$ cat src/hw/hub_pkg.sv
// How it works
// - One non-maskable request and 35 maskable requests, each with a control register.
// - A pending trap or undefined-opcode exception is offered before any interrupt.
// - Each maskable request has a three-bit priority; lower value wins arbitration.
// - A request whose mask bit is set is never offered to the core.
// - Requests at or below the priority-mask level are blocked.
// - Non-maskable entry uses code 0x0010, handler 0x10, return is next instruction.
// - Trap vectors 0-15 give 0x0040+n at 0x40; 16-31 give 0x0050+n-16 at 0x50.
// - An undefined opcode gives code 0x0060 and handler 0x60.
// - Among equal programmed priorities the lowest default number 0..34 wins.
// - DMA completions are defaults 22-25, codes 0x02a0-0x02d0, handler equals code.
// - Capture/compare or pin requests 4-19 from 0x0100; overflows 0-3 from 0x0080.
// - A four-bit select per timer unit picks pin or compare source; only it counts.
// - Serial requests are defaults 26-33 with codes 0x0300 to 0x0370.
// - Conversion completion is lowest default priority, code and handler 0x0400.
// - On acceptance the next instruction address goes to the matching return register.
// - If a divide is executing, an interrupt saves the divide's own address instead; exceptions do not.
// - Pin requests have software-selected noise filter, edge detection and valid edge.
// - Non-maskable pin fires on rising or falling edge chosen by edge-select bit 0.
// - While non-maskable service runs, new ones wait; at most one is kept.
// - Masked or blocked maskable requests stay pending until acceptable.
// - Accepting a maskable request sets disable flag; only strictly higher levels nest.
package hub_pkg;
  localparam int NUM_MASKABLE = 35;
  localparam int NUM_PINS = 9;
  localparam int NUM_UNITS = 4;
  localparam int NUM_LEVELS = 8;
  localparam int CLK_PERIOD_NS = 20;
  localparam int FILTER_NS = 60;
  localparam int FILTER_CYCLES = (FILTER_NS + CLK_PERIOD_NS - 1) / CLK_PERIOD_NS;
  localparam logic [3:0] LEVEL_NONE = 4'h8;

  localparam logic [15:0] CODE_RESET = 16'h0000;
  localparam logic [15:0] CODE_NMI = 16'h0010;
  localparam logic [15:0] CODE_TRAP_LO = 16'h0040;
  localparam logic [15:0] CODE_TRAP_HI = 16'h0050;
  localparam logic [15:0] CODE_UNDEF = 16'h0060;
  localparam logic [31:0] HANDLER_RESET = 32'h00000000;
  localparam logic [31:0] HANDLER_NMI = 32'h00000010;
  localparam logic [31:0] HANDLER_TRAP_LO = 32'h00000040;
  localparam logic [31:0] HANDLER_TRAP_HI = 32'h00000050;
  localparam logic [31:0] HANDLER_UNDEF = 32'h00000060;

  localparam int CC_FIRST = 4;
  localparam int CM_FIRST = 20;
  localparam int SER_FIRST = 26;
  localparam int CONV_IDX = 34;
  localparam logic [15:0] OVF_BASE = 16'h0080;
  localparam logic [15:0] CC_BASE = 16'h0100;
  localparam logic [15:0] CM_BASE = 16'h0280;
  localparam logic [15:0] SER_BASE = 16'h0300;
  localparam logic [15:0] CONV_CODE = 16'h0400;
  localparam logic [15:0] CODE_STEP = 16'h0010;

  localparam logic [5:0] REG_EXT_MODE = 6'h23;
  localparam logic [5:0] REG_TUM0 = 6'h24;
  localparam logic [5:0] REG_PRIO_MASK = 6'h28;
  localparam logic [5:0] REG_PIN_EDGE = 6'h29;
  localparam logic [5:0] REG_PIN_FILT = 6'h2a;
  localparam logic [5:0] REG_CAUSE = 6'h2b;
  localparam logic [5:0] REG_MASKABLE_RETURN_PC = 6'h2c;
  localparam logic [5:0] REG_NMI_RETURN_PC = 6'h2d;
  localparam logic [5:0] REG_STATUS = 6'h2e;
  localparam int CTL_PEND_BIT = 7;
  localparam int CTL_MASK_BIT = 6;
  localparam logic CTL_MASK_RST = 1'b1;
  localparam logic [2:0] CTL_PRIO_RST = 3'h7;
  localparam logic EXT_MODE_RST = 1'b0;
  localparam logic [3:0] TUM_RST = 4'h0;
  localparam logic [1:0] EDGE_RISE = 2'h1;
  localparam logic [1:0] EDGE_FALL = 2'h2;

  typedef enum logic [2:0] {EV_RESET, EV_TRAP, EV_UNDEF, EV_NMI, EV_MASK}
    evt_kind_t;
  typedef enum logic {ST_BOOT, ST_RUN} hub_state_t;

  // Pins 0..7 share sources 4..11; pin 8 shares source 16.
  function automatic int pin_src(input int p);
    pin_src = (p < 8) ? CC_FIRST + p : CC_FIRST + 12;
  endfunction

  function automatic int pin_unit(input int p);
    pin_unit = (p < 8) ? p / 4 : 3;
  endfunction

  function automatic logic [15:0] code_of(input int i);
    if (i < CC_FIRST) code_of = OVF_BASE + 16'(i) * CODE_STEP;
    else if (i < CM_FIRST) code_of = CC_BASE + 16'(i - CC_FIRST) * CODE_STEP;
    else if (i < SER_FIRST) code_of = CM_BASE + 16'(i - CM_FIRST) * CODE_STEP;
    else if (i < CONV_IDX) code_of = SER_BASE + 16'(i - SER_FIRST) * CODE_STEP;
    else code_of = CONV_CODE;
  endfunction
endpackage

$ cat src/hw/arb_if.sv
`timescale 1ns/1ps
`default_nettype none
interface arb_if;
  import hub_pkg::*;
  logic [NUM_MASKABLE-1:0] elig;
  logic [NUM_MASKABLE-1:0][2:0] prio;
  logic win_valid;
  logic [5:0] win_idx;
  logic [2:0] win_prio;
  modport hub (output elig, output prio, input win_valid, input win_idx,
    input win_prio);
  modport arb (input elig, input prio, output win_valid, output win_idx,
    output win_prio);
endinterface
`default_nettype wire

$ cat src/hw/interrupt_hub.sv
`timescale 1ns/1ps
`default_nettype none
module interrupt_hub
  import hub_pkg::*;
(
  input wire logic CLK_SYS,
  input wire logic SYS_RST,
  input wire logic [5:0] REG_ADDR,
  input wire logic [31:0] REG_WDATA,
  input wire logic REG_WR,
  input wire logic REG_RD,
  output logic [31:0] REG_RDATA,
  input wire logic NMI_PIN,
  input wire logic [NUM_PINS-1:0] TIMER_PIN_REQUEST,
  input wire logic [NUM_MASKABLE-1:0] PERIPH_REQ,
  input wire logic TRAP_REQ,
  input wire logic [4:0] TRAP_VEC,
  input wire logic UNDEF_OPCODE_TRAP,
  input wire logic DIV_BUSY,
  input wire logic [31:0] CUR_PC,
  input wire logic [31:0] FOLLOWING_INSTR_ADDR,
  input wire logic CORE_EI,
  input wire logic CORE_DI,
  input wire logic CORE_RETI,
  output logic EVT_VALID,
  output logic [15:0] EVT_CODE,
  output logic [31:0] EVT_HANDLER,
  input wire logic EVT_ACK,
  output logic IRQ_DISABLE_FLAG,
  output logic NMI_SERVICE_FLAG,
  output logic [31:0] MASKABLE_RETURN_PC,
  output logic [31:0] NMI_RETURN_PC
);
  ////////////////////////////////////////////////////////////////////////////
  logic [NUM_MASKABLE-1:0] mask_r, mask_nxt, sw_clr;
  logic [NUM_MASKABLE-1:0][2:0] prio_r, prio_nxt;
  logic nmi_edge_select_r, nmi_edge_select_nxt;
  logic [NUM_UNITS-1:0][3:0] tum_r, tum_nxt;
  logic [3:0] pmask_r, pmask_nxt;
  logic [2*NUM_PINS-1:0] edge_r, edge_nxt;
  logic [NUM_PINS-1:0] filt_r, filt_nxt;

  always_comb begin
    mask_nxt = mask_r;
    prio_nxt = prio_r;
    nmi_edge_select_nxt = nmi_edge_select_r;
    tum_nxt = tum_r;
    pmask_nxt = pmask_r;
    edge_nxt = edge_r;
    filt_nxt = filt_r;
    sw_clr = '0;
    if (REG_WR) begin
      for (int i = 0; i < NUM_MASKABLE; i++) begin
        if (REG_ADDR == 6'(i)) begin
          mask_nxt[i] = REG_WDATA[CTL_MASK_BIT];
          prio_nxt[i] = REG_WDATA[2:0];
          sw_clr[i] = !REG_WDATA[CTL_PEND_BIT];
        end
      end
      for (int u = 0; u < NUM_UNITS; u++) begin
        if (REG_ADDR == REG_TUM0 + 6'(u)) tum_nxt[u] = REG_WDATA[3:0];
      end
      case (REG_ADDR)
        REG_EXT_MODE: nmi_edge_select_nxt = REG_WDATA[0];
        REG_PRIO_MASK: pmask_nxt = REG_WDATA[3:0];
        REG_PIN_EDGE: edge_nxt = REG_WDATA[2*NUM_PINS-1:0];
        REG_PIN_FILT: filt_nxt = REG_WDATA[NUM_PINS-1:0];
        default: ;
      endcase
    end
  end

  always_ff @(posedge CLK_SYS or posedge SYS_RST) begin
    if (SYS_RST) begin
      mask_r <= {NUM_MASKABLE{CTL_MASK_RST}};
      prio_r <= {NUM_MASKABLE{CTL_PRIO_RST}};
      nmi_edge_select_r <= EXT_MODE_RST;
      tum_r <= {NUM_UNITS{TUM_RST}};
      pmask_r <= LEVEL_NONE;
      edge_r <= '0;
      filt_r <= '0;
    end else begin
      mask_r <= mask_nxt;
      prio_r <= prio_nxt;
      nmi_edge_select_r <= nmi_edge_select_nxt;
      tum_r <= tum_nxt;
      pmask_r <= pmask_nxt;
      edge_r <= edge_nxt;
      filt_r <= filt_nxt;
    end
  end

  ////////////////////////////////////////////////////////////////////////////
  logic [NUM_PINS-1:0] pin_evt;
  logic nmi_evt;

  generate
    for (genvar p = 0; p < NUM_PINS; p++) begin : g_pin
      pin_edge u_pin (
        .clk(CLK_SYS),
        .rst(SYS_RST),
        .pin(TIMER_PIN_REQUEST[p]),
        .filt_en(filt_r[p]),
        .mode(edge_r[2*p +: 2]),
        .evt(pin_evt[p])
      );
    end
  endgenerate

  // The pin has its own analog filter ahead of us, so filtering stays on.
  pin_edge u_nmi (
    .clk(CLK_SYS),
    .rst(SYS_RST),
    .pin(NMI_PIN),
    .filt_en(1'b1),
    .mode(nmi_edge_select_r ? EDGE_RISE : EDGE_FALL),
    .evt(nmi_evt)
  );

  ////////////////////////////////////////////////////////////////////////////
  logic [NUM_MASKABLE-1:0] pend_r, pend_nxt;
  logic [NUM_LEVELS-1:0] isr_r, isr_nxt;
  logic [NUM_MASKABLE-1:0] src_evt;
  logic [3:0] cur_lvl;
  arb_if arb ();

  always_comb begin
    src_evt = PERIPH_REQ;
    for (int p = 0; p < NUM_PINS; p++) begin
      src_evt[pin_src(p)] = tum_r[pin_unit(p)][p % 4] ? pin_evt[p]
                                                      : PERIPH_REQ[pin_src(p)];
    end
    cur_lvl = LEVEL_NONE;
    for (int l = NUM_LEVELS - 1; l >= 0; l--) begin
      if (isr_r[l]) cur_lvl = 4'(l);
    end
    for (int i = 0; i < NUM_MASKABLE; i++) begin
      arb.elig[i] = pend_r[i] && !mask_r[i]
                    && {1'b0, prio_r[i]} < pmask_r
                    && {1'b0, prio_r[i]} < cur_lvl;
    end
    arb.prio = prio_r;
  end

  prio_arbiter u_arb (
    .a(arb.arb)
  );

  ////////////////////////////////////////////////////////////////////////////
  logic id_r, id_nxt, np_r, np_nxt, nmi_pend_r, nmi_pend_nxt;
  logic trap_pend_r, trap_pend_nxt, undef_pend_r, undef_pend_nxt;
  logic [4:0] trap_vec_r, trap_vec_nxt;
  logic [31:0] cause_r, cause_nxt, maskable_return_pc_r, maskable_return_pc_nxt, nmi_return_pc_r, nmi_return_pc_nxt;
  hub_state_t state_r, state_nxt;
  evt_kind_t evt_kind_r, evt_kind_nxt, cand_kind;
  logic evt_valid_r, evt_valid_nxt, cand_valid, take;
  logic [15:0] evt_code_r, evt_code_nxt, cand_code;
  logic [31:0] evt_handler_r, evt_handler_nxt, cand_handler, ret_pc;
  logic [5:0] evt_idx_r, evt_idx_nxt;
  logic [2:0] evt_prio_r, evt_prio_nxt;

  // Exceptions are tested first because they stem from the running code.
  always_comb begin
    cand_valid = 1'b1;
    cand_kind = EV_MASK;
    cand_code = code_of(int'(arb.win_idx));
    cand_handler = {16'h0000, code_of(int'(arb.win_idx))};
    if (undef_pend_r) begin
      cand_kind = EV_UNDEF;
      cand_code = CODE_UNDEF;
      cand_handler = HANDLER_UNDEF;
    end else if (trap_pend_r) begin
      cand_kind = EV_TRAP;
      cand_code = (trap_vec_r[4] ? CODE_TRAP_HI : CODE_TRAP_LO)
                  + {12'h000, trap_vec_r[3:0]};
      cand_handler = trap_vec_r[4] ? HANDLER_TRAP_HI : HANDLER_TRAP_LO;
    end else if (nmi_pend_r && !np_r) begin
      cand_kind = EV_NMI;
      cand_code = CODE_NMI;
      cand_handler = HANDLER_NMI;
    end else if (!(arb.win_valid && !id_r && !np_r)) begin
      cand_valid = 1'b0;
    end
  end

  assign take = EVT_ACK && evt_valid_r;
  assign ret_pc = DIV_BUSY ? CUR_PC : FOLLOWING_INSTR_ADDR;

  always_comb begin
    pend_nxt = pend_r & ~sw_clr;
    isr_nxt = isr_r;
    id_nxt = id_r;
    np_nxt = np_r;
    nmi_pend_nxt = nmi_pend_r;
    trap_pend_nxt = trap_pend_r;
    undef_pend_nxt = undef_pend_r;
    trap_vec_nxt = TRAP_REQ ? TRAP_VEC : trap_vec_r;
    cause_nxt = cause_r;
    maskable_return_pc_nxt = maskable_return_pc_r;
    nmi_return_pc_nxt = nmi_return_pc_r;
    state_nxt = state_r;
    evt_valid_nxt = cand_valid && !take;
    evt_kind_nxt = cand_kind;
    evt_code_nxt = cand_code;
    evt_handler_nxt = cand_handler;
    evt_idx_nxt = arb.win_idx;
    evt_prio_nxt = arb.win_prio;
    if (CORE_EI) id_nxt = 1'b0;
    if (CORE_DI) id_nxt = 1'b1;
    if (CORE_RETI) begin
      id_nxt = 1'b0;
      if (np_r) np_nxt = 1'b0;
      else if (cur_lvl != LEVEL_NONE) isr_nxt[cur_lvl[2:0]] = 1'b0;
    end
    if (state_r == ST_BOOT) begin
      evt_valid_nxt = !take;
      evt_kind_nxt = EV_RESET;
      evt_code_nxt = CODE_RESET;
      evt_handler_nxt = HANDLER_RESET;
      if (take) state_nxt = ST_RUN;
    end else if (take) begin
      case (evt_kind_r)
        EV_MASK: begin
          pend_nxt[evt_idx_r] = 1'b0;
          isr_nxt[evt_prio_r] = 1'b1;
          id_nxt = 1'b1;
          maskable_return_pc_nxt = ret_pc;
          cause_nxt[15:0] = evt_code_r;
        end
        EV_NMI: begin
          nmi_pend_nxt = 1'b0;
          np_nxt = 1'b1;
          id_nxt = 1'b1;
          nmi_return_pc_nxt = ret_pc;
          cause_nxt[31:16] = evt_code_r;
        end
        EV_TRAP, EV_UNDEF: begin
          trap_pend_nxt = trap_pend_r && evt_kind_r != EV_TRAP;
          undef_pend_nxt = undef_pend_r && evt_kind_r != EV_UNDEF;
          id_nxt = 1'b1;
          maskable_return_pc_nxt = FOLLOWING_INSTR_ADDR;
          cause_nxt[15:0] = evt_code_r;
        end
        default: ;
      endcase
    end
    // New arrivals are applied last so that they beat a clear.
    pend_nxt = pend_nxt | src_evt;
    nmi_pend_nxt = nmi_pend_nxt | nmi_evt;
    trap_pend_nxt = trap_pend_nxt | TRAP_REQ;
    undef_pend_nxt = undef_pend_nxt | UNDEF_OPCODE_TRAP;
  end

  always_ff @(posedge CLK_SYS or posedge SYS_RST) begin
    if (SYS_RST) begin
      pend_r <= '0;
      isr_r <= '0;
      id_r <= 1'b1;
      np_r <= 1'b0;
      nmi_pend_r <= 1'b0;
      trap_pend_r <= 1'b0;
      undef_pend_r <= 1'b0;
      trap_vec_r <= 5'h00;
      cause_r <= 32'h00000000;
      maskable_return_pc_r <= 32'h00000000;
      nmi_return_pc_r <= 32'h00000000;
      state_r <= ST_BOOT;
      evt_valid_r <= 1'b1;
      evt_kind_r <= EV_RESET;
      evt_code_r <= CODE_RESET;
      evt_handler_r <= HANDLER_RESET;
      evt_idx_r <= 6'h00;
      evt_prio_r <= 3'h0;
    end else begin
      pend_r <= pend_nxt;
      isr_r <= isr_nxt;
      id_r <= id_nxt;
      np_r <= np_nxt;
      nmi_pend_r <= nmi_pend_nxt;
      trap_pend_r <= trap_pend_nxt;
      undef_pend_r <= undef_pend_nxt;
      trap_vec_r <= trap_vec_nxt;
      cause_r <= cause_nxt;
      maskable_return_pc_r <= maskable_return_pc_nxt;
      nmi_return_pc_r <= nmi_return_pc_nxt;
      state_r <= state_nxt;
      evt_valid_r <= evt_valid_nxt;
      evt_kind_r <= evt_kind_nxt;
      evt_code_r <= evt_code_nxt;
      evt_handler_r <= evt_handler_nxt;
      evt_idx_r <= evt_idx_nxt;
      evt_prio_r <= evt_prio_nxt;
    end
  end

  ////////////////////////////////////////////////////////////////////////////
  logic [31:0] rdata_r, rdata_nxt;

  always_comb begin
    rdata_nxt = 32'h00000000;
    if (REG_RD) begin
      for (int i = 0; i < NUM_MASKABLE; i++) begin
        if (REG_ADDR == 6'(i)) begin
          rdata_nxt[CTL_PEND_BIT] = pend_r[i];
          rdata_nxt[CTL_MASK_BIT] = mask_r[i];
          rdata_nxt[2:0] = prio_r[i];
        end
      end
      for (int u = 0; u < NUM_UNITS; u++) begin
        if (REG_ADDR == REG_TUM0 + 6'(u)) rdata_nxt[3:0] = tum_r[u];
      end
      case (REG_ADDR)
        REG_EXT_MODE: rdata_nxt[0] = nmi_edge_select_r;
        REG_PRIO_MASK: rdata_nxt[3:0] = pmask_r;
        REG_PIN_EDGE: rdata_nxt[2*NUM_PINS-1:0] = edge_r;
        REG_PIN_FILT: rdata_nxt[NUM_PINS-1:0] = filt_r;
        REG_CAUSE: rdata_nxt = cause_r;
        REG_MASKABLE_RETURN_PC: rdata_nxt = maskable_return_pc_r;
        REG_NMI_RETURN_PC: rdata_nxt = nmi_return_pc_r;
        REG_STATUS: rdata_nxt[10:0] = {isr_r, np_r, id_r, nmi_pend_r};
        default: ;
      endcase
    end
  end

  always_ff @(posedge CLK_SYS or posedge SYS_RST) begin
    if (SYS_RST) rdata_r <= 32'h00000000;
    else rdata_r <= rdata_nxt;
  end

  assign REG_RDATA = rdata_r;
  assign EVT_VALID = evt_valid_r;
  assign EVT_CODE = evt_code_r;
  assign EVT_HANDLER = evt_handler_r;
  assign IRQ_DISABLE_FLAG = id_r;
  assign NMI_SERVICE_FLAG = np_r;
  assign MASKABLE_RETURN_PC = maskable_return_pc_r;
  assign NMI_RETURN_PC = nmi_return_pc_r;

  ////////////////////////////////////////////////////////////////////////////
  logic [NUM_MASKABLE-1:0] elig_q;
  always_ff @(posedge CLK_SYS or posedge SYS_RST) begin
    if (SYS_RST) elig_q <= '0;
    else elig_q <= arb.elig;
  end
endmodule
`default_nettype wire

$ cat src/hw/pin_edge.sv
`timescale 1ns/1ps
`default_nettype none
module pin_edge
  import hub_pkg::*;
(
  input wire logic clk,
  input wire logic rst,
  input wire logic pin,
  input wire logic filt_en,
  input wire logic [1:0] mode,
  output logic evt
);
  logic s1_r, s2_r, lvl_r, lvl_nxt, evt_r, evt_nxt;
  logic [1:0] cnt_r, cnt_nxt;

  // A change must persist for the filter time before it is believed.
  always_comb begin
    lvl_nxt = lvl_r;
    cnt_nxt = 2'h0;
    if (!filt_en) begin
      lvl_nxt = s2_r;
    end else if (s2_r != lvl_r) begin
      if (cnt_r == 2'(FILTER_CYCLES - 1)) begin
        lvl_nxt = s2_r;
      end else begin
        cnt_nxt = cnt_r + 2'h1;
      end
    end
    evt_nxt = (lvl_nxt & ~lvl_r & mode[0]) | (~lvl_nxt & lvl_r & mode[1]);
  end

  always_ff @(posedge clk or posedge rst) begin
    if (rst) begin
      s1_r <= 1'b0;
      s2_r <= 1'b0;
      lvl_r <= 1'b0;
      cnt_r <= 2'h0;
      evt_r <= 1'b0;
    end else begin
      s1_r <= pin;
      s2_r <= s1_r;
      lvl_r <= lvl_nxt;
      cnt_r <= cnt_nxt;
      evt_r <= evt_nxt;
    end
  end

  assign evt = evt_r;
endmodule
`default_nettype wire

$ cat src/hw/prio_arbiter.sv
`timescale 1ns/1ps
`default_nettype none
module prio_arbiter
  import hub_pkg::*;
(
  arb_if.arb a
);
  // Strict compare keeps the lower default number on a tie.
  always_comb begin
    a.win_valid = 1'b0;
    a.win_idx = 6'h00;
    a.win_prio = 3'h7;
    for (int i = 0; i < NUM_MASKABLE; i++) begin
      if (a.elig[i] && (!a.win_valid || a.prio[i] < a.win_prio)) begin
        a.win_valid = 1'b1;
        a.win_idx = 6'(i);
        a.win_prio = a.prio[i];
      end
    end
  end
endmodule
`default_nettype wire

$ cat config.mk
export PLATFORM = sky130hd
export DESIGN_NAME = interrupt_hub
export DESIGN_NICKNAME = d
export VERILOG_FILES = /design/src/hw/hub_pkg.sv /design/src/hw/arb_if.sv /design/src/hw/interrupt_hub.sv /design/src/hw/pin_edge.sv /design/src/hw/prio_arbiter.sv
export SDC_FILE = /design/constraint.sdc
export NUM_CORES = 2
export LEC_CHECK = 0
export BUFFER_PORTS_ARGS = -buffer_cell sky130_fd_sc_hd__buf_2
export CORE_AREA = 2 2 353 215
export CTS_CLUSTER_DIAMETER = 100
export DETAILED_ROUTE_END_ITERATION = 8
export DIE_AREA = 0 0 355 217
export GPL_TIMING_DRIVEN = 0
export PLACE_DENSITY = 0.66
export SYNTH_ARGS = -nofsm -noshare
export SYNTH_HDL_FRONTEND = slang
export SYNTH_SLANG_ARGS = --single-unit
export TNS_END_PERCENT = 5
$ cat constraint.sdc
create_clock -name CLK_SYS -period 72.7 [get_ports CLK_SYS]
set_input_delay 3.635 -clock CLK_SYS [delete_from_list [all_inputs] [get_ports CLK_SYS]]
set_output_delay 3.635 -clock CLK_SYS [all_outputs]
set_load 0.1 [all_outputs]
After elaboration in Yosys (flattened, before gate mapping)
Cells that the tools add are included.
{ "totals": {"input_bits": 163, "regBits": 491, "wordCells": 1099, "n_memories": 0, "latch_bits": 0, "mem_bits_rw": 0, "mem_bits_ro": 0} }
{ "op_classes": {"n_div": 0, "eq_ne": 73, "n_mux": 358, "bitwise": 81, "n_addsub": 18, "multipliers": 0, "n_lt_le_gt_ge": 114, "n_shift": 0, "n_reduce_logical": 307} }
{ "ops": {"columns": ["cell", "count"], "rows": [
  ["$lt A3 B4 Y1", 70],
  ["$mux W3", 78],
  ["$mux W16", 11],
  ["$logic_and A1 B1 Y1", 149],
  ["$mux W35", 4],
  ["$mux W1", 138],
  ["$mux W2", 67],
  ["$lt A3 B3 Y1", 34],
  ["$eq A6 B5 Y1 const B", 16],
  ["$mux W32", 3],
  ["$eq A6 B6 Y1 const B", 15],
  ["$mux W5", 18],
  ["$reduce_and A2 Y1", 43],
  ["$mux W4", 20],
  ["$logic_not A1 Y1", 73],
  ["$and A35 B35 Y35", 2],
  ["$not A35 Y35", 2],
  ["$pmux W32 S2", 1],
  ["$eq A6 B4 Y1 const B", 8],
  ["$mux W8", 6],
  ["$pmux W14 S3", 1],
  ["$and A1 B1 Y1", 40],
  ["$or A35 B35 Y35", 1],
  ["$logic_or A1 B1 Y1", 34],
  ["44 further kinds", 117]
]} }

Depth between registers and ports, before layout
{ "depth": {"word_depth": 157, "mapped_depth": 263} }

Modules after synthesis
Synthesis repeated with hierarchy kept, for this count alone.
{ "unflattened": {"cells_unflattened": 3388, "area_unflattened_um2": 31960.7} }
{ "by_module_without_submodules": {"columns": ["module", "n_inst", "cells_per_inst", "area_each_um2"], "rows": [
  ["interrupt_hub", 1, 2304, 23506.3],
  ["prio_arbiter", 1, 914, 6189.7],
  ["pin_edge", 10, 17, 226.5]
]} }

Least setup slack after synthesis
Ideal clock, no wire load.
{ "synth_timing": {"path_kind": "register -> register", "from": "reg isr_r[7]", "to": "reg evt_code_r[10], in the netlist EVT_CODE[10]", "synth_period_minus_slack_ns": 45.201, "stages_incl_launch_ff": 247, "n_path_buf": 3, "arrival_ns": 45.124, "t_required_ns": 72.622, "setup_slack_ns": 27.499, "cell_sequence": "dfrtp_1 > nor2_1 > nor3_1 > o31ai_1 > ha_1 > o211ai_1 > o21ai_2 > nor2_1 > ha_1 > a21oi_1 > o21ai_0 > a21oi_1 > inv_1 > ha_1 > nand2_1 > a211o_1 > a32oi_1 > nor2_1 > (+211 left out) > o211a_1 > a21oi_1 > nand2b_1 > buf_2 > inv_2 > buf_2 > o21ai_1 > inv_1 > ha_1 > a21o_1 > xnor2_1 > ha_1 > a21boi_0 > a2bb2oi_1 > a2bb2oi_1 > o21ai_0 > a211o_1 > a21oi_1"} }
{ "synth_via": {"elab_chain_len": 157, "word_cells_on_any_way": 335, "classes_between": "7 x add/sub; 73 x order compare; 118 x mux; 137 x reduce/logical"} }
{ "synth_lines": {"columns": ["element", "line", "rtl"], "rows": [
  ["start: declaration", "interrupt_hub.sv:122", "logic [NUM_LEVELS-1:0] isr_r, isr_nxt;"],
  ["start signal: assignment", "interrupt_hub.sv:276", "isr_r <= isr_nxt;"],
  ["$mux W4 * (8 in series)", "interrupt_hub.sv:135", "if (isr_r[l]) cur_lvl = 4'(l);"],
  ["$lt A3 B4 Y1", "interrupt_hub.sv:140", "&& {1'b0, prio_r[i]} < cur_lvl;"],
  ["$logic_and A1 B1 Y1", "interrupt_hub.sv:140", null],
  ["$mux W3 / $mux W1 (equally long branches)", "prio_arbiter.sv:14", "if (a.elig[i] && (!a.win_valid || a.prio[i] < a.win_prio)) begin"],
  ["$lt A3 B3 Y1 / $logic_not A1 Y1 (equally long branches)", "prio_arbiter.sv:14", null],
  ["$logic_or A1 B1 Y1", "prio_arbiter.sv:14", null],
  ["$logic_and A1 B1 Y1", "prio_arbiter.sv:14", null],
  ["$mux W3 / $mux W1 (equally long branches)", "prio_arbiter.sv:14", null],
  ["(+132 left out)", null, null],
  ["via arb.win_idx[5]", "arb_if.sv:8", "logic [5:0] win_idx;"],
  ["(+3 left out)", null, null],
  ["$mux W16", "hub_pkg.sv:89", "else if (i < SER_FIRST) code_of = CM_BASE + 16'(i - CM_FIRST) * CODE_STEP;"],
  ["$mux W16", "hub_pkg.sv:88", "else if (i < CM_FIRST) code_of = CC_BASE + 16'(i - CC_FIRST) * CODE_STEP;"],
  ["$mux W16 *", "hub_pkg.sv:87", "if (i < CC_FIRST) code_of = OVF_BASE + 16'(i) * CODE_STEP;"],
  ["$mux W16 *", "interrupt_hub.sv:177", "end else if (nmi_pend_r && !np_r) begin"],
  ["$mux W16 *", "interrupt_hub.sv:172", "end else if (trap_pend_r) begin"],
  ["$mux W16 *", "interrupt_hub.sv:168", "if (undef_pend_r) begin"],
  ["$mux W16 *", "interrupt_hub.sv:215", "if (state_r == ST_BOOT) begin"],
  ["via evt_code_nxt[10]", "interrupt_hub.sv:157", "logic [15:0] evt_code_r, evt_code_nxt, cand_code;"],
  ["end signal: assignment", "interrupt_hub.sv:289", "evt_code_r <= evt_code_nxt;"],
  ["end: declaration", "interrupt_hub.sv:157", null]
]} }
The timed path passes the listed nets; every way through them passes the cells marked *.
A chain may end at the register's enable or synchronous reset.

Final worst setup path
{ "layout_timing": {"from": "reg isr_r[3]", "to": "reg evt_code_r[10], in the netlist EVT_CODE[10]"} }
{ "layout_via": {"elab_chain_len": 153, "word_cells_on_any_way": 331, "classes_between": "7 x add/sub; 73 x order compare; 114 x mux; 137 x reduce/logical"} }
{ "layout_lines": {"columns": ["element", "line"], "rows": [
  ["$mux W4 * (4 in series)", "interrupt_hub.sv:135"],
  ["$lt A3 B4 Y1", "interrupt_hub.sv:140"],
  ["$logic_and A1 B1 Y1", "interrupt_hub.sv:140"],
  ["$mux W3 / $mux W1 (equally long branches)", "prio_arbiter.sv:14"],
  ["$lt A3 B3 Y1 / $logic_not A1 Y1 (equally long branches)", "prio_arbiter.sv:14"],
  ["$logic_or A1 B1 Y1", "prio_arbiter.sv:14"],
  ["$logic_and A1 B1 Y1", "prio_arbiter.sv:14"],
  ["$mux W3 / $mux W1 (equally long branches)", "prio_arbiter.sv:14"],
  ["(+132 left out)", null],
  ["via arb.win_idx[5]", "arb_if.sv:8"],
  ["(+3 left out)", null],
  ["$mux W16", "hub_pkg.sv:89"],
  ["$mux W16", "hub_pkg.sv:88"],
  ["$mux W16 *", "hub_pkg.sv:87"],
  ["$mux W16 *", "interrupt_hub.sv:177"],
  ["$mux W16 *", "interrupt_hub.sv:172"],
  ["$mux W16 *", "interrupt_hub.sv:168"],
  ["$mux W16 *", "interrupt_hub.sv:215"],
  ["via evt_code_nxt[10]", "interrupt_hub.sv:157"]
]} }
Marked as above.

==> out/qor.yml <==
drt:
  drc: 0
  routed_wl_um: 115000
  routed-via-count: 27600
  first_pass_iters: 6
  initialDrtViolationCount: 3753
  wl_per_cell_um: 25.6
  routed_via_density: 6.16
  antenna_left: 0
job:
  maxCapViolations: 0
finish:
  area_growth_pct: 14.5
  fin_area_um2: 34400
  drive_above_1_share_pct: 25.0
  fillers: 7150
  finalCoreUtilization_pct: 46.2
  nNetsFinal: 3791
synth:
  synth_ff_type: "dfrtp_1"
  synthXorXnorAreaFrac_pct: 0.438
  async_reset_ff_share_pct: 100
  synth.avg_cell_area_um2: 9.69
  synthTopCellsByCount: "304 x dfrtp_1, 288 x nand2_1, 242 x mux2_2"
  synth_cells: 3097
  synth_edf_count: 0
  ys_types: 121
  yosysWarnings: 0
  synth.ff_latch_count: 447
  synth_area_um2: 30000
  ys_top_cells_by_area: "dfrtp_1 25%, dfstp_2 13%, mux2_2 9.1%, ha_1 8.0%, nand2_1 3.6%"
  synthSimpleGateAreaFrac_pct: 14.4
  synthAdderAreaFrac_pct: 8.17
  synth_compound_area_share_pct: 23.0
  synth_top_area_share_pct: 25.3
  synth_top_family_by_area: "compound AO/OA/AOI/OAI gates"
  muxShareOfSynthArea_pct: 12.4
  yosysMostFrequentCell: "dfrtp_1"
  yosysTopAreaCell: "dfrtp_1"
  ys_seq_area_share_pct: 37.9
timing:
  tns_ps: 0
  finalCritPeriodShare_pct: 73.2
  max_freq_mhz: 18.8
  grt_setup_unrepaired: "false"
  hold_ws_ps: 346
  finalCriticalPeriod_ps: 53220
  clock_skew_ps: 49.5
  relSlewSlack_pct: 8.26
  worst_slew_pin_slew_ps: 1370
  finalMaxSlewViolations: 0
  finalSetupViolations: 0
  hold_viol: 0
placed_design:
  dp_hpwl_um: 91000
  gp_congestion: 1.00
  io_buffer_count: 269
  place_area_um2: 32900
critical_path:
  critPathLaunchType: "flop"
  reg2reg_depth: 243
  path_max_fanout: 18
  crit_path_end_kind: "flop"
  cp_slowest_cell: "o31ai_1"
  r2r_end: "EVT_CODE[10]$_DFF_PP0_"
  worstPathArrival_ps: 53720
  critPathKind: "reg -> reg"
  cp_slowest_stage_delay_ps: 720
  r2r_start: "isr_r[3]$_DFF_PP0_"
  cp.required_ps: 73200
  cpMostUsedCell: "ha_1"
  reg2reg_slack_ps: 19480
global_routing:
  gr-total-overflow: 0
  grt_max_degree: 134
  grt_util_all_layers_pct: 28.8
  antenna_found_initial: 8
  first_global_vias: 24800
  grt_pass1_wl_um: 168000
floorplan:
  start_util_pct: 40.4
  std_cell_rows: 78
  pin_count: 310
  fp.coreArea_um2: 74400
  die_y_um: 217
  dieArea_um2: 77000
  die_x_um: 355
clocking:
  cts_buffers: 41
  cts_resized: 0
  insertion_delay_ps: 610
  cts-hold-fix-buffers: 0
  htree_num_levels: 2
  cts_setup_buffers: 0
  cts_tree: "built"
  cts.path.max_buffers: 3
  cts-root-buf: "clkbuf_16"
  numClockSinks: 447
  clkTransAtPathRegs_ps: 70
hold_path:
  min_to: "g_pin[3].u_pin.s2_r$_DFF_PP0_"
  holdPathStages: 0
  min_path_type: "reg -> reg"
  min_from: "g_pin[3].u_pin.s1_r$_DFF_PP0_"
outcome:
  status: "complete, no violations"
worst max-delay path, delay by kind of cell (launching register included):
family,cells,cell delay (ps)
xor gates and xnor gates,1,140
and+or+nand+nor,55,10110
muxes,15,4380
DFF,1,470
buffers and inverters,29,2480
AOI/OAI and AO/OA,108,27200
adders and majority gates,35,8220
how the worst max path moves through the flow:
stage	start	to	slack (ps)	cells past startpoint
6_report	isr_r[3]$_DFF_PP0_	EVT_CODE[10]$_DFF_PP0_	19480	243
5_1_grt	isr_r[3]$_DFF_PP0_	EVT_CODE[10]$_DFF_PP0_	15010	245
4_1_cts	isr_r[3]$_DFF_PP0_	EVT_CODE[10]$_DFF_PP0_	20650	243
3_5_place_dp	isr_r[3]$_DFF_PP0_	EVT_CODE[10]$_DFF_PP0_	20970	243
3_3_place_gp	isr_r[4]$_DFF_PP0_	EVT_CODE[10]$_DFF_PP0_	16650	243
2_1_floorplan	isr_r[7]$_DFF_PP0_	EVT_CODE[10]$_DFF_PP0_	27500	246
layout make-up:
cell class / count / area [um^2] / share of cell area, %
multi-input cells: 2414 / 17600 / 51.3
inverters: 114 / 440 / 1.28
diodes: 5 / 12.5 / 0.0364
clock buffers: 56 / 1170 / 3.41
plain buffers: 141 / 678 / 1.97
flip-flops and latches: 447 / 11400 / 33.1
clock inverters: 20 / 272 / 0.790
well taps: 1000 / 1250 / 3.64
repair buffers: 278 / 1550 / 4.50
flip-flops by register name, indices dropped and copies added (netlist names), 2 cells and up:
signal              flops
filt_r                  9
evt_kind_r              3
edge_r                 18
cause_r                24
g_pin.u_pin.evt         9
NMI_RETURN_PC          32
arb.prio              105
isr_r                   8
evt_idx_r               6
g_pin.u_pin.s2_r        9
tum_r                  16
u_nmi.cnt_r             2
trap_vec_r              5
g_pin.u_pin.cnt_r      18
pmask_r                 4
mask_r                 35
g_pin.u_pin.s1_r        9
EVT_CODE               12
g_pin.u_pin.lvl_r       9
evt_prio_r              3
REG_RDATA              32
MASKABLE_RETURN_PC     32
pend_r                 35
per-stage QoR:
stage	worst slack [ps]	cells
CTS	20650	4470
global placement	16650	4385
floorplan	27500	3116
global route	15010	4472
finish	19480	4475
detailed placement	20970	4394
metal layers:
| metal | vias to the layer above | routed length (um) | global-route usage, % |
|---|---|---|---|
| met5 | - | 20 | 0 |
| met4 | 4 | 1480 | 4.34 |
| met3 | 119 | 16200 | 11.4 |
| met2 | 1518 | 41700 | 35.1 |
| met1 | 13700 | 55100 | 46.5 |
| li1 | 12300 | - | - |
layout by cell type, fill, tap and decap left out, types with 24 or more instances in the layout:
cell	netlist	final
a21o_1	74	74
inv_1	110	107
clkbuf_16	0	42
mux2_2	242	242
buf_2	5	274
nand2_1	288	288
ha_1	191	191
clkbuf_1	88	95
nor2b_1	54	54
buf_4	36	37
nand3_1	45	45
a21oi_1	174	174
o221ai_1	58	58
nor3_1	27	27
nand2b_1	121	120
a22oi_1	69	69
dfstp_2	143	143
o211ai_1	25	25
a211o_1	24	24
o21ai_0	200	200
mux2i_1	93	93
dfrtp_1	304	304
a211oi_1	37	37
nor2_1	175	175
a31oi_1	35	35
a221oi_1	30	30
cell families after synthesis:
kind of cell             Yosys count
flip-flops                       447
AND/OR/NAND/NOR                  866
AO/OA/AOI/OAI                    976
buffers and inverters            255
adder cells (fa/ha/maj)          197
XOR/XNOR                          15
multiplexers                     340
other                              1
Power is left out: the tool's default activity adds up to more than one toggle a clock period on the data nets, which glitch-free logic cannot reach.
